File: config.mk
export PLATFORM = sky130hd
export DESIGN_NAME = sac_port
export DESIGN_NICKNAME = d
export VERILOG_FILES = /design/src/core/sac_pkg.sv /design/src/core/sac_fifo.sv /design/src/core/sac_port.sv
export VERILOG_INCLUDE_DIRS = /design/src /design/src/core
export SDC_FILE = /design/constraint.sdc
export NUM_CORES = 1
export LEC_CHECK = 0
export BUFFER_PORTS_ARGS = -buffer_cell sky130_fd_sc_hd__buf_2
export CORE_UTILIZATION = 30
export CTS_CLUSTER_DIAMETER = 50
export CTS_CLUSTER_SIZE = 10
export DETAILED_ROUTE_END_ITERATION = 7
export SYNTH_ARGS = -nofsm -noshare
export SYNTH_HDL_FRONTEND = slang
export SYNTH_SLANG_ARGS = --single-unit
File: constraint.sdc
create_clock -name clock -period 4.1 [get_ports clock]
set_input_delay 0.41 -clock clock [delete_from_list [all_inputs] [get_ports clock]]
set_output_delay 0.41 -clock clock [all_outputs]
set_load 0.05 [all_outputs]
File: src/core/sac_cfg.svh
// Purpose: constants for the converter control port
// Assumes: 20 MHz system clock, synchronous pin inputs
// Notes  : counts derive from times; least times round up
//
// Operation
// - select low sleeps, high naps on shutdown
// - power-down low enters the selected shutdown
// - drive data only while read and select low; the enable here lags both strobes by one clock
// - convert-start falling edge begins a conversion
// - strobes ignored unless chip select is low
// - busy low throughout conversion, high otherwise
// - result valid on data by busy rise
// - result is one 12-bit parallel three-state word
// - clear approximation register at conversion start
// - started conversion completes, restarts ignored
// - decide bits one per step, MSB first
// - copy finished result into output latches
// - result in two's complement, span over 4096
`ifndef SAC_CFG_SVH
`define SAC_CFG_SVH

// word and clock
`define SAC_RES_BITS    12
`define SAC_CLK_MHZ     20
`define SAC_FIFO_DEPTH  8
// one bit decision per step
`define SAC_BIT_NS      50
`define SAC_BIT_CYC     ((`SAC_BIT_NS * `SAC_CLK_MHZ + 999) / 1000)
// wake-up from deep sleep before a start is honoured
`define SAC_WAKE_NS     200
`define SAC_WAKE_CYC    ((`SAC_WAKE_NS * `SAC_CLK_MHZ + 999) / 1000)
// codes and indices
`define SAC_MSB_IDX     4'hB
`define SAC_LSB_IDX     4'h0
`define SAC_RESULT_RST  12'h000
`define SAC_TRIAL_MID   12'h800
`define SAC_CNT_ONE     4'h1
`define SAC_CNT_ZERO    4'h0

`endif

File: src/core/sac_pkg.sv
// Purpose: shared types of the converter control port
// Assumes: constants come from the cfg header
// Notes  : types only
`include "sac_cfg.svh"

package sac_pkg;

  // sequencer states
  typedef enum logic [2:0]
  {
    SAC_IDLE,
    SAC_SAMPLE,
    SAC_BITS,
    SAC_FINISH,
    SAC_NAP,
    SAC_SLEEP,
    SAC_WAKE
  } sac_state_t;

  // one conversion word
  typedef logic [`SAC_RES_BITS-1:0] sac_word_t;

endpackage : sac_pkg

File: src/core/sac_fifo.sv
// Purpose: result buffer between converter and stream sink
// Assumes: one clock, async active-high reset
// Notes  : count-based full and empty, no bypass
`timescale 1ns/1ns

module sac_fifo #(
  parameter int WIDTH = 12,
  parameter int DEPTH = 8
) (
  // clock and reset
  input  wire logic             clock,
  input  wire logic             rst,
  // filling side
  input  wire logic             in_valid,
  output logic                  in_ready,
  input  wire logic [WIDTH-1:0] in_data,
  // draining side
  output logic                  out_valid,
  input  wire logic             out_ready,
  output logic      [WIDTH-1:0] out_data
);
  localparam int AW = $clog2(DEPTH);

  logic [WIDTH-1:0] mem [DEPTH];   // storage words
  logic [AW-1:0]    wr_ptr;        // next write slot
  logic [AW-1:0]    rd_ptr;        // oldest word
  logic [AW:0]      count;         // words held
  wire              push = in_valid && in_ready;
  wire              pop  = out_valid && out_ready;

  assign in_ready  = (count != (AW+1)'(DEPTH));
  assign out_valid = (count != '0);
  assign out_data  = mem[rd_ptr];

  // pointers wrap at depth, count tracks occupancy
  always_ff @(posedge clock or posedge rst)
  begin
    if (rst)
    begin
      wr_ptr <= '0;
      rd_ptr <= '0;
      count  <= '0;
    end
    else
    begin
      if (push)
        wr_ptr <= (wr_ptr == AW'(DEPTH-1)) ? '0 : wr_ptr + 1'b1;
      if (pop)
        rd_ptr <= (rd_ptr == AW'(DEPTH-1)) ? '0 : rd_ptr + 1'b1;
      if (push && !pop)
        count <= count + 1'b1;
      else if (pop && !push)
        count <= count - 1'b1;
    end
  end

  // storage needs no reset
  always_ff @(posedge clock)
  begin
    if (push)
      mem[wr_ptr] <= in_data;
  end

endmodule : sac_fifo

File: src/core/sac_port.sv
// Purpose: control and parallel output of a 12-bit successive-approximation converter
// Assumes: pin inputs synchronous to clock; comparator answers
//          combinationally to trial_code within one step
// Notes  : every result also goes to a buffered stream port
`timescale 1ns/1ns

// constants are named in the shared header; its guard makes a repeat include harmless
`include "sac_cfg.svh"

module sac_port
  import sac_pkg::*;
#(
  parameter int BIT_CYC  = `SAC_BIT_CYC,
  parameter int WAKE_CYC = `SAC_WAKE_CYC,
  parameter int DEPTH    = `SAC_FIFO_DEPTH
) (
  // clock and reset
  input  wire logic                     clock,
  input  wire logic                     rst,
  // host strobes
  input  wire logic                     chip_select_n,
  input  wire logic                     read_n,
  input  wire logic                     convert_start_n,
  // shutdown pins
  input  wire logic                     power_down_n,
  input  wire logic                     sleep_depth_select,
  // comparator and dac
  input  wire logic                     compare_keep,
  output logic      [`SAC_RES_BITS-1:0] trial_code,
  // status
  output logic                          busy,
  output logic                          nap_active,
  output logic                          sleep_active,
  // three-state data port
  output logic      [`SAC_RES_BITS-1:0] result_bits,
  output logic                          result_bits_oe,
  // result stream
  output logic                          stream_valid,
  input  wire logic                     stream_ready,
  output logic      [`SAC_RES_BITS-1:0] stream_data
);

  ////////////////////////////////////////////////////////////////
  // functions
  ////////////////////////////////////////////////////////////////

  // one-hot weight of a bit index
  function automatic sac_word_t bit_mask(input logic [3:0] idx);
    sac_word_t m;
    m = '0;
    m[idx] = 1'b1;
    return m;
  endfunction : bit_mask

  // offset binary to two's complement: flip the sign bit
  function automatic sac_word_t to_twos(input sac_word_t code);
    return code ^ `SAC_TRIAL_MID;
  endfunction : to_twos

  ////////////////////////////////////////////////////////////////
  // state
  ////////////////////////////////////////////////////////////////

  sac_state_t state;              // sequencer state
  sac_state_t next_state;         // sequencer next state
  logic       start_prev;         // last seen convert_start_n
  sac_word_t  approx_reg;         // approximation register
  sac_word_t  next_approx;        // its next value
  sac_word_t  next_trial;         // next dac trial code
  logic [3:0] bit_idx;            // bit under decision
  logic [3:0] next_bit_idx;       // its next value
  logic [3:0] step_cnt;           // bit step divider
  logic [3:0] wake_cnt;           // deep sleep wake count
  sac_word_t  fifo_data;          // buffer head word
  logic       fifo_valid;         // buffer head present
  logic       fifo_in_ready;      // buffer has room

  ////////////////////////////////////////////////////////////////
  // decode
  ////////////////////////////////////////////////////////////////

  // a start only counts with chip select low
  wire start_fall = start_prev && !convert_start_n && !chip_select_n;

  // port drives the pins one clock after both strobes are low
  wire read_on    = !chip_select_n && !read_n;

  // divider gives one step enable every BIT_CYC cycles
  wire step_en    = (step_cnt == `SAC_CNT_ZERO);

  // last bit reached
  wire last_bit   = (bit_idx == `SAC_LSB_IDX);

  // decision folded into the register for this step
  wire [`SAC_RES_BITS-1:0] decided =
    compare_keep ? (approx_reg | bit_mask(bit_idx)) : approx_reg;

  // finish stalls while the buffer is full, so back-pressure
  // reaches the converter instead of dropping a result
  wire finish_go  = (state == SAC_FINISH) && fifo_in_ready;

  // shutdown target follows the select pin live
  wire sac_state_t down_state =
    sleep_depth_select ? SAC_NAP : SAC_SLEEP;

  // conversion states hold busy low
  wire next_conv  = (next_state == SAC_SAMPLE) ||
                    (next_state == SAC_BITS) ||
                    (next_state == SAC_FINISH);

  // drain register accepts when empty or being emptied
  wire drain_take = fifo_valid && (!stream_valid || stream_ready);

  ////////////////////////////////////////////////////////////////
  // next state
  ////////////////////////////////////////////////////////////////

  // sequencer; shutdown is only taken between conversions
  always_comb
  begin
    next_state = state;
    case (state)
      // a shutdown request wins over a start seen in the same cycle
      SAC_IDLE:
      begin
        if (!power_down_n)
          next_state = down_state;
        else if (start_fall)
          next_state = SAC_SAMPLE;
      end
      // one cycle to clear the register and put the msb on trial
      SAC_SAMPLE:
        next_state = SAC_BITS;
      SAC_BITS:
      begin
        // start edges are not looked at here
        if (step_en && last_bit)
          next_state = SAC_FINISH;
      end
      // a full buffer holds the result here, and busy stays low
      SAC_FINISH:
      begin
        if (fifo_in_ready)
          next_state = SAC_IDLE;
      end
      // shutdown holds while power-down stays low; only deep sleep
      // pays the wake-up count before starts are honoured again
      SAC_NAP,
      SAC_SLEEP:
      begin
        if (!power_down_n)
          next_state = down_state;
        else if (state == SAC_SLEEP)
          next_state = SAC_WAKE;
        else
          next_state = SAC_IDLE;
      end
      SAC_WAKE:
      begin
        // starts during wake-up are ignored
        if (!power_down_n)
          next_state = down_state;
        else if (wake_cnt == `SAC_CNT_ZERO)
          next_state = SAC_IDLE;
      end
      // unused codes fall back to idle
      default:
        next_state = SAC_IDLE;
    endcase
  end

  // approximation register and trial code
  always_comb
  begin
    next_approx  = approx_reg;
    next_trial   = trial_code;
    next_bit_idx = bit_idx;
    case (state)
      SAC_SAMPLE:
      begin
        // start from zero with the msb on trial
        next_approx  = `SAC_RESULT_RST;
        next_trial   = `SAC_TRIAL_MID;
        next_bit_idx = `SAC_MSB_IDX;
      end
      SAC_BITS:
      begin
        if (step_en)
        begin
          next_approx = decided;
          if (!last_bit)
          begin
            next_bit_idx = bit_idx - `SAC_CNT_ONE;
            next_trial   = decided | bit_mask(bit_idx - `SAC_CNT_ONE);
          end
          else
            next_trial = decided;
        end
      end
      // outside sampling and bits the register and trial hold
      default:
      begin
        next_approx  = approx_reg;
        next_trial   = trial_code;
        next_bit_idx = bit_idx;
      end
    endcase
  end

  ////////////////////////////////////////////////////////////////
  // registers
  ////////////////////////////////////////////////////////////////

  // sequencer and edge memory
  always_ff @(posedge clock or posedge rst)
  begin
    if (rst)
    begin
      state      <= SAC_IDLE;
      start_prev <= 1'b1;
    end
    else
    begin
      state      <= next_state;
      start_prev <= convert_start_n;
    end
  end

  // approximation datapath
  always_ff @(posedge clock or posedge rst)
  begin
    if (rst)
    begin
      approx_reg <= `SAC_RESULT_RST;
      trial_code <= `SAC_RESULT_RST;
      bit_idx    <= `SAC_MSB_IDX;
    end
    else
    begin
      approx_reg <= next_approx;
      trial_code <= next_trial;
      bit_idx    <= next_bit_idx;
    end
  end

  // bit step divider, restarted as the bits begin
  // with a one-cycle step the count stays at zero and every cycle decides
  always_ff @(posedge clock or posedge rst)
  begin
    if (rst)
      step_cnt <= `SAC_CNT_ZERO;
    else if (state != SAC_BITS || step_en)
      step_cnt <= 4'(BIT_CYC - 1);
    else
      step_cnt <= step_cnt - `SAC_CNT_ONE;
  end

  // wake-up count; only deep sleep pays for it
  // trade-off: a fixed count instead of a settle detector keeps it small
  always_ff @(posedge clock or posedge rst)
  begin
    if (rst)
      wake_cnt <= `SAC_CNT_ZERO;
    else if (state != SAC_WAKE)
      wake_cnt <= 4'(WAKE_CYC - 1);
    else if (wake_cnt != `SAC_CNT_ZERO)
      wake_cnt <= wake_cnt - `SAC_CNT_ONE;
  end

  // status pins follow the next state so they track pins
  // with the same single cycle of latency
  always_ff @(posedge clock or posedge rst)
  begin
    if (rst)
    begin
      busy         <= 1'b1;
      nap_active   <= 1'b0;
      sleep_active <= 1'b0;
    end
    else
    begin
      busy         <= !next_conv;
      nap_active   <= (next_state == SAC_NAP);
      sleep_active <= (next_state == SAC_SLEEP);
    end
  end

  // output latches load on the same edge that raises busy,
  // so the word is settled by the time busy is seen high
  always_ff @(posedge clock or posedge rst)
  begin
    if (rst)
      result_bits <= `SAC_RESULT_RST;
    else if (finish_go)
      result_bits <= to_twos(approx_reg);
  end

  // driver enable; released one clock after either strobe rises
  // limitation: the enable lags the strobes by one clock, so a host
  // sharing the lines leaves a cycle after raising a strobe
  always_ff @(posedge clock or posedge rst)
  begin
    if (rst)
      result_bits_oe <= 1'b0;
    else
      result_bits_oe <= read_on;
  end

  ////////////////////////////////////////////////////////////////
  // result buffer and stream register
  ////////////////////////////////////////////////////////////////

  // one word per finished conversion enters the buffer; a slow sink
  // loses no result, and only a full buffer stalls the converter
  sac_fifo #(
    .WIDTH (`SAC_RES_BITS),
    .DEPTH (DEPTH)
  ) u_fifo (
    .clock     (clock),
    .rst       (rst),
    .in_valid  (state == SAC_FINISH),
    .in_ready  (fifo_in_ready),
    .in_data   (to_twos(approx_reg)),
    .out_valid (fifo_valid),
    .out_ready (drain_take),
    .out_data  (fifo_data)
  );

  // stream output held in flip-flops until the sink takes it
  // a new word moves in on the same edge the old one is taken
  always_ff @(posedge clock or posedge rst)
  begin
    if (rst)
    begin
      stream_valid <= 1'b0;
      stream_data  <= `SAC_RESULT_RST;
    end
    else if (drain_take)
    begin
      stream_valid <= 1'b1;
      stream_data  <= fifo_data;
    end
    else if (stream_ready)
      stream_valid <= 1'b0;
  end

endmodule : sac_port

==> impl_metrics.csv <==
group,metric,value,unit
detailed_routing,drt-total-wl,15000,microns
synth,syn_inst,515,
floorplan,num_io_pins,50,
critical_path,ff2ff_path_depth,9,
timing,fin_worst_skew,0.0108,ns
power,peakVddDrop,0.425,mV
clocking,cts_sinks,175,
synth,yosys_warnings,0,
placement,dp_slack,1.11,ns
synth,syn_avg_cell_area,14.2,sq um
synth,synthFlopType,"edfxtp_1",
synth,ys_types,55,
critical_path,crit_arrival,3.31,ns
placement,place.gp.congestion,0.844,
timing,max_slew.worst_pin.slew,1.16,ns
clocking,clock_latency,0.42,ns
layout,multi_input_area,2280,sq um
placement,hpwl,10400,microns
timing,tns,0,ns
global_route,grt_usage,13.0,%
flow_run,maxCapViolCount,0,
floorplan,core_area,23700,sq um
synth,ys_seq_area_share,66.5,%
layout,top_register,"u_fifo.mem",
detailed_routing,first_iter_violations,261,
layout,largest_reg_flops,96,
hold_path,whs_endpoint,"start_prev",
clocking,clk_pin_slew,0.06,ns
layout,drive_gt1_share,23.8,%
critical_path,crit_chain,"nor4b_1 > or3_1 > inv_2 > ha_1 > inv_1 > ha_1 > a21o_1 > a2111oi_0 > o31ai_1",
global_route,grt_first_pass_wirelength,24200,microns
layout,fillers,2318,
run_status,status,"finished, final reports clean",
placement,port_buffers,49,
timing,finalCriticalPeriod,3.02,ns
timing,max-slew-margin-rel,22.8,%
layout,regArea,4870,sq um
clocking,cts_tree,"yes",
clocking,cts_hold_buf,0,
global_route,antenna_found_initial,0,
timing,min_period_over_period,73.6,%
critical_path,critPathMaxStageDelay,0.62,ns
hold_path,min_from,"convert_start_n",
hold_path,hold_path_depth,1,
clocking,post-cts-setup-buffers,0,
synth,ys_ff_latch,175,
power,p_per_area,764,nW/um^2
detailed_routing,via_per_inst,4.87,
detailed_routing,drc,0,
layout,n_antenna_cell,0,
critical_path,crit_path_frequent_cell,"ha_1",
detailed_routing,drtPass1Iterations,5,
timing,setup_viol,0,
critical_path,worstPathMaxFanout,15,
placement,placed_cell_area,7960,sq um
timing,final_max_slew_viol_count,0,
power,power_leakage,3.41,nW
layout,stdcell_count,903,
detailed_routing,wl_per_cell,16.6,microns
layout,design_area,8540,sq um
synth,synth_edf_count,96,
detailed_routing,via_count,4394,
timing,worst_hold_slack,0.0957,ns
detailed_routing,detail-route-antenna-nets,0,
floorplan,num_rows,56,
clocking,cts.htree.levels,4,
critical_path,cp_slowest_cell,"nor4b_1",
synth,synth_fp_nets,538,
critical_path,path_class,"reg -> reg",
clocking,numCtsBuffers,17,
synth,netlist_area,7310,sq um
hold_path,hold_path_class,"in -> reg",
critical_path,timing.rr.start,"u_fifo.count[0]",
timing,clock.fmax,332,MHz
critical_path,crit_required,4.39,ns
global_route,grt_start_max_net_pins,52,
critical_path,cpLargestDelayFamily,"simple AND/OR/NAND/NOR gates",
critical_path,path_buf_inv,2,
critical_path,reg2reg_to,"u_fifo.count[3]",
synth,synthArstFlopShare,45.1,%
floorplan,start_util,30.9,%
critical_path,crit_path_start_kind,"flip-flop",
global_route,overflow,0,
layout,area_delta_synth_final,16.7,%
global_route,grt_pass1_vias,4422,
critical_path,end_kind,"flip-flop",
timing,final_hold_viol_count,0,
critical_path,r2r_slack,1.08,ns
placement,dp.cells,871,
floorplan,die_y,158,microns
clocking,cts_max_path_buffers,2,
layout,nNetsFinal,594,
timing,worst_slack,1.08,ns
clocking,ctsResizeCount,0,
clocking,clockRootBuffer,"clkbuf_16",
floorplan,die_x,158,microns
timing,rsz0062_at_grt,"false",
floorplan,die-area,25000,sq um
per-layer routing:
layer | vias up | part of all wire, % | track usage [%]
li1 | 2027 | - | -
met1 | 2234 | 46 | 17.3
met2 | 124 | 49 | 20.6
met3 | 9 | 5.0 | 3.72
met4 | 0 | 0.55 | 3.43
met5 | - | 0 | 0
logic make-up (layout without fill, tap and decap cells):
kind of cell | after synthesis | in the layout | synth area share, %
flops | 175 | 175 | 66.5
simple gates | 153 | 153 | 10.1
compound gates | 80 | 80 | 7.24
mux | 46 | 46 | 10.6
buf+inv | 43 | 112 | 2.57
fa+ha+maj | 14 | 14 | 2.50
xor+xnor | 4 | 4 | 0.479
through the flow:
stage | util [%] | power (W)
2_1_floorplan | - | 0.00440
3_3_place_gp | 33.6 | 0.00491
3_5_place_dp | 33.6 | 0.00499
4_1_cts | 36.0 | 0.00659
5_1_grt | 36.0 | 0.00688
6_report | 36.0 | 0.00652
area by class of cell:
| class | count | area share [%] |
|---|---|---|
| Sequential cell | 175 | 57.0 |
| Multi-Input combinational cell | 297 | 26.7 |
| Clock buffer | 19 | 5.19 |
| Tap cell | 319 | 4.68 |
| Timing Repair Buffer | 61 | 3.93 |
| Clock inverter | 13 | 1.61 |
| Inverter | 19 | 0.850 |
Yosys cell counts (5+ instances only):
cell type	count	area share, %
a21o_1	8	0.82
a21oi_1	25	1.7
a221o_1	6	0.82
a31oi_1	9	0.77
buf_2	8	0.55
clkbuf_1	12	0.62
dfrtp_1	74	25
dfstp_2	5	1.8
edfxtp_1	96	39
ha_1	13	2.2
inv_1	18	0.92
mux2_2	6	0.92
mux2i_1	15	2.1
mux4_2	24	7.4
nand2_1	62	3.2
nand3_1	5	0.34
nor2_1	37	1.9
nor3_1	9	0.62
nor3b_1	5	0.51
o21ai_0	13	0.89
power by group:
group | internal, W | switching (W)
sequential | 0.00230 | 0.000498
combinational | 0.000782 | 0.00136
clock | 0.000915 | 0.000661
cell usage in the layout (no fill, tap or decap), drive strengths merged, types with 3 or more instances in the layout:
cell	n
mux4	24
mux2	7
and3	4
edfxtp	96
nor4	3
inv	21
dfstp	5
nor3b	7
a21oi	25
nor3	9
dfrtp	74
clkbuf	19
nor4b	3
nand2b	3
mux2i	15
clkinv	7
nand2	62
and2	6
ha	13
nor2	38
a221o	6
a31oi	9
o21ai	13
or3	4
nand3	5
a211oi	3
nand3b	3
buf	61
xnor2	4
a21o	8
o211ai	4
worst max path at each step:
stage | depth (start not counted) | end | start | slack [ns]
floorplan | 5 | u_fifo.mem[2][0] | state[0] | 1.13
global placement | 9 | u_fifo.count[3] | u_fifo.count[1] | 1.22
detailed placement | 9 | u_fifo.count[3] | u_fifo.count[0] | 1.11
CTS | 9 | u_fifo.count[3] | u_fifo.count[0] | 1.09
global route | 9 | u_fifo.count[3] | u_fifo.count[0] | 0.79
finish | 9 | u_fifo.count[3] | u_fifo.count[0] | 1.08
No activity file was read; power rests on OpenSTA's default activity.
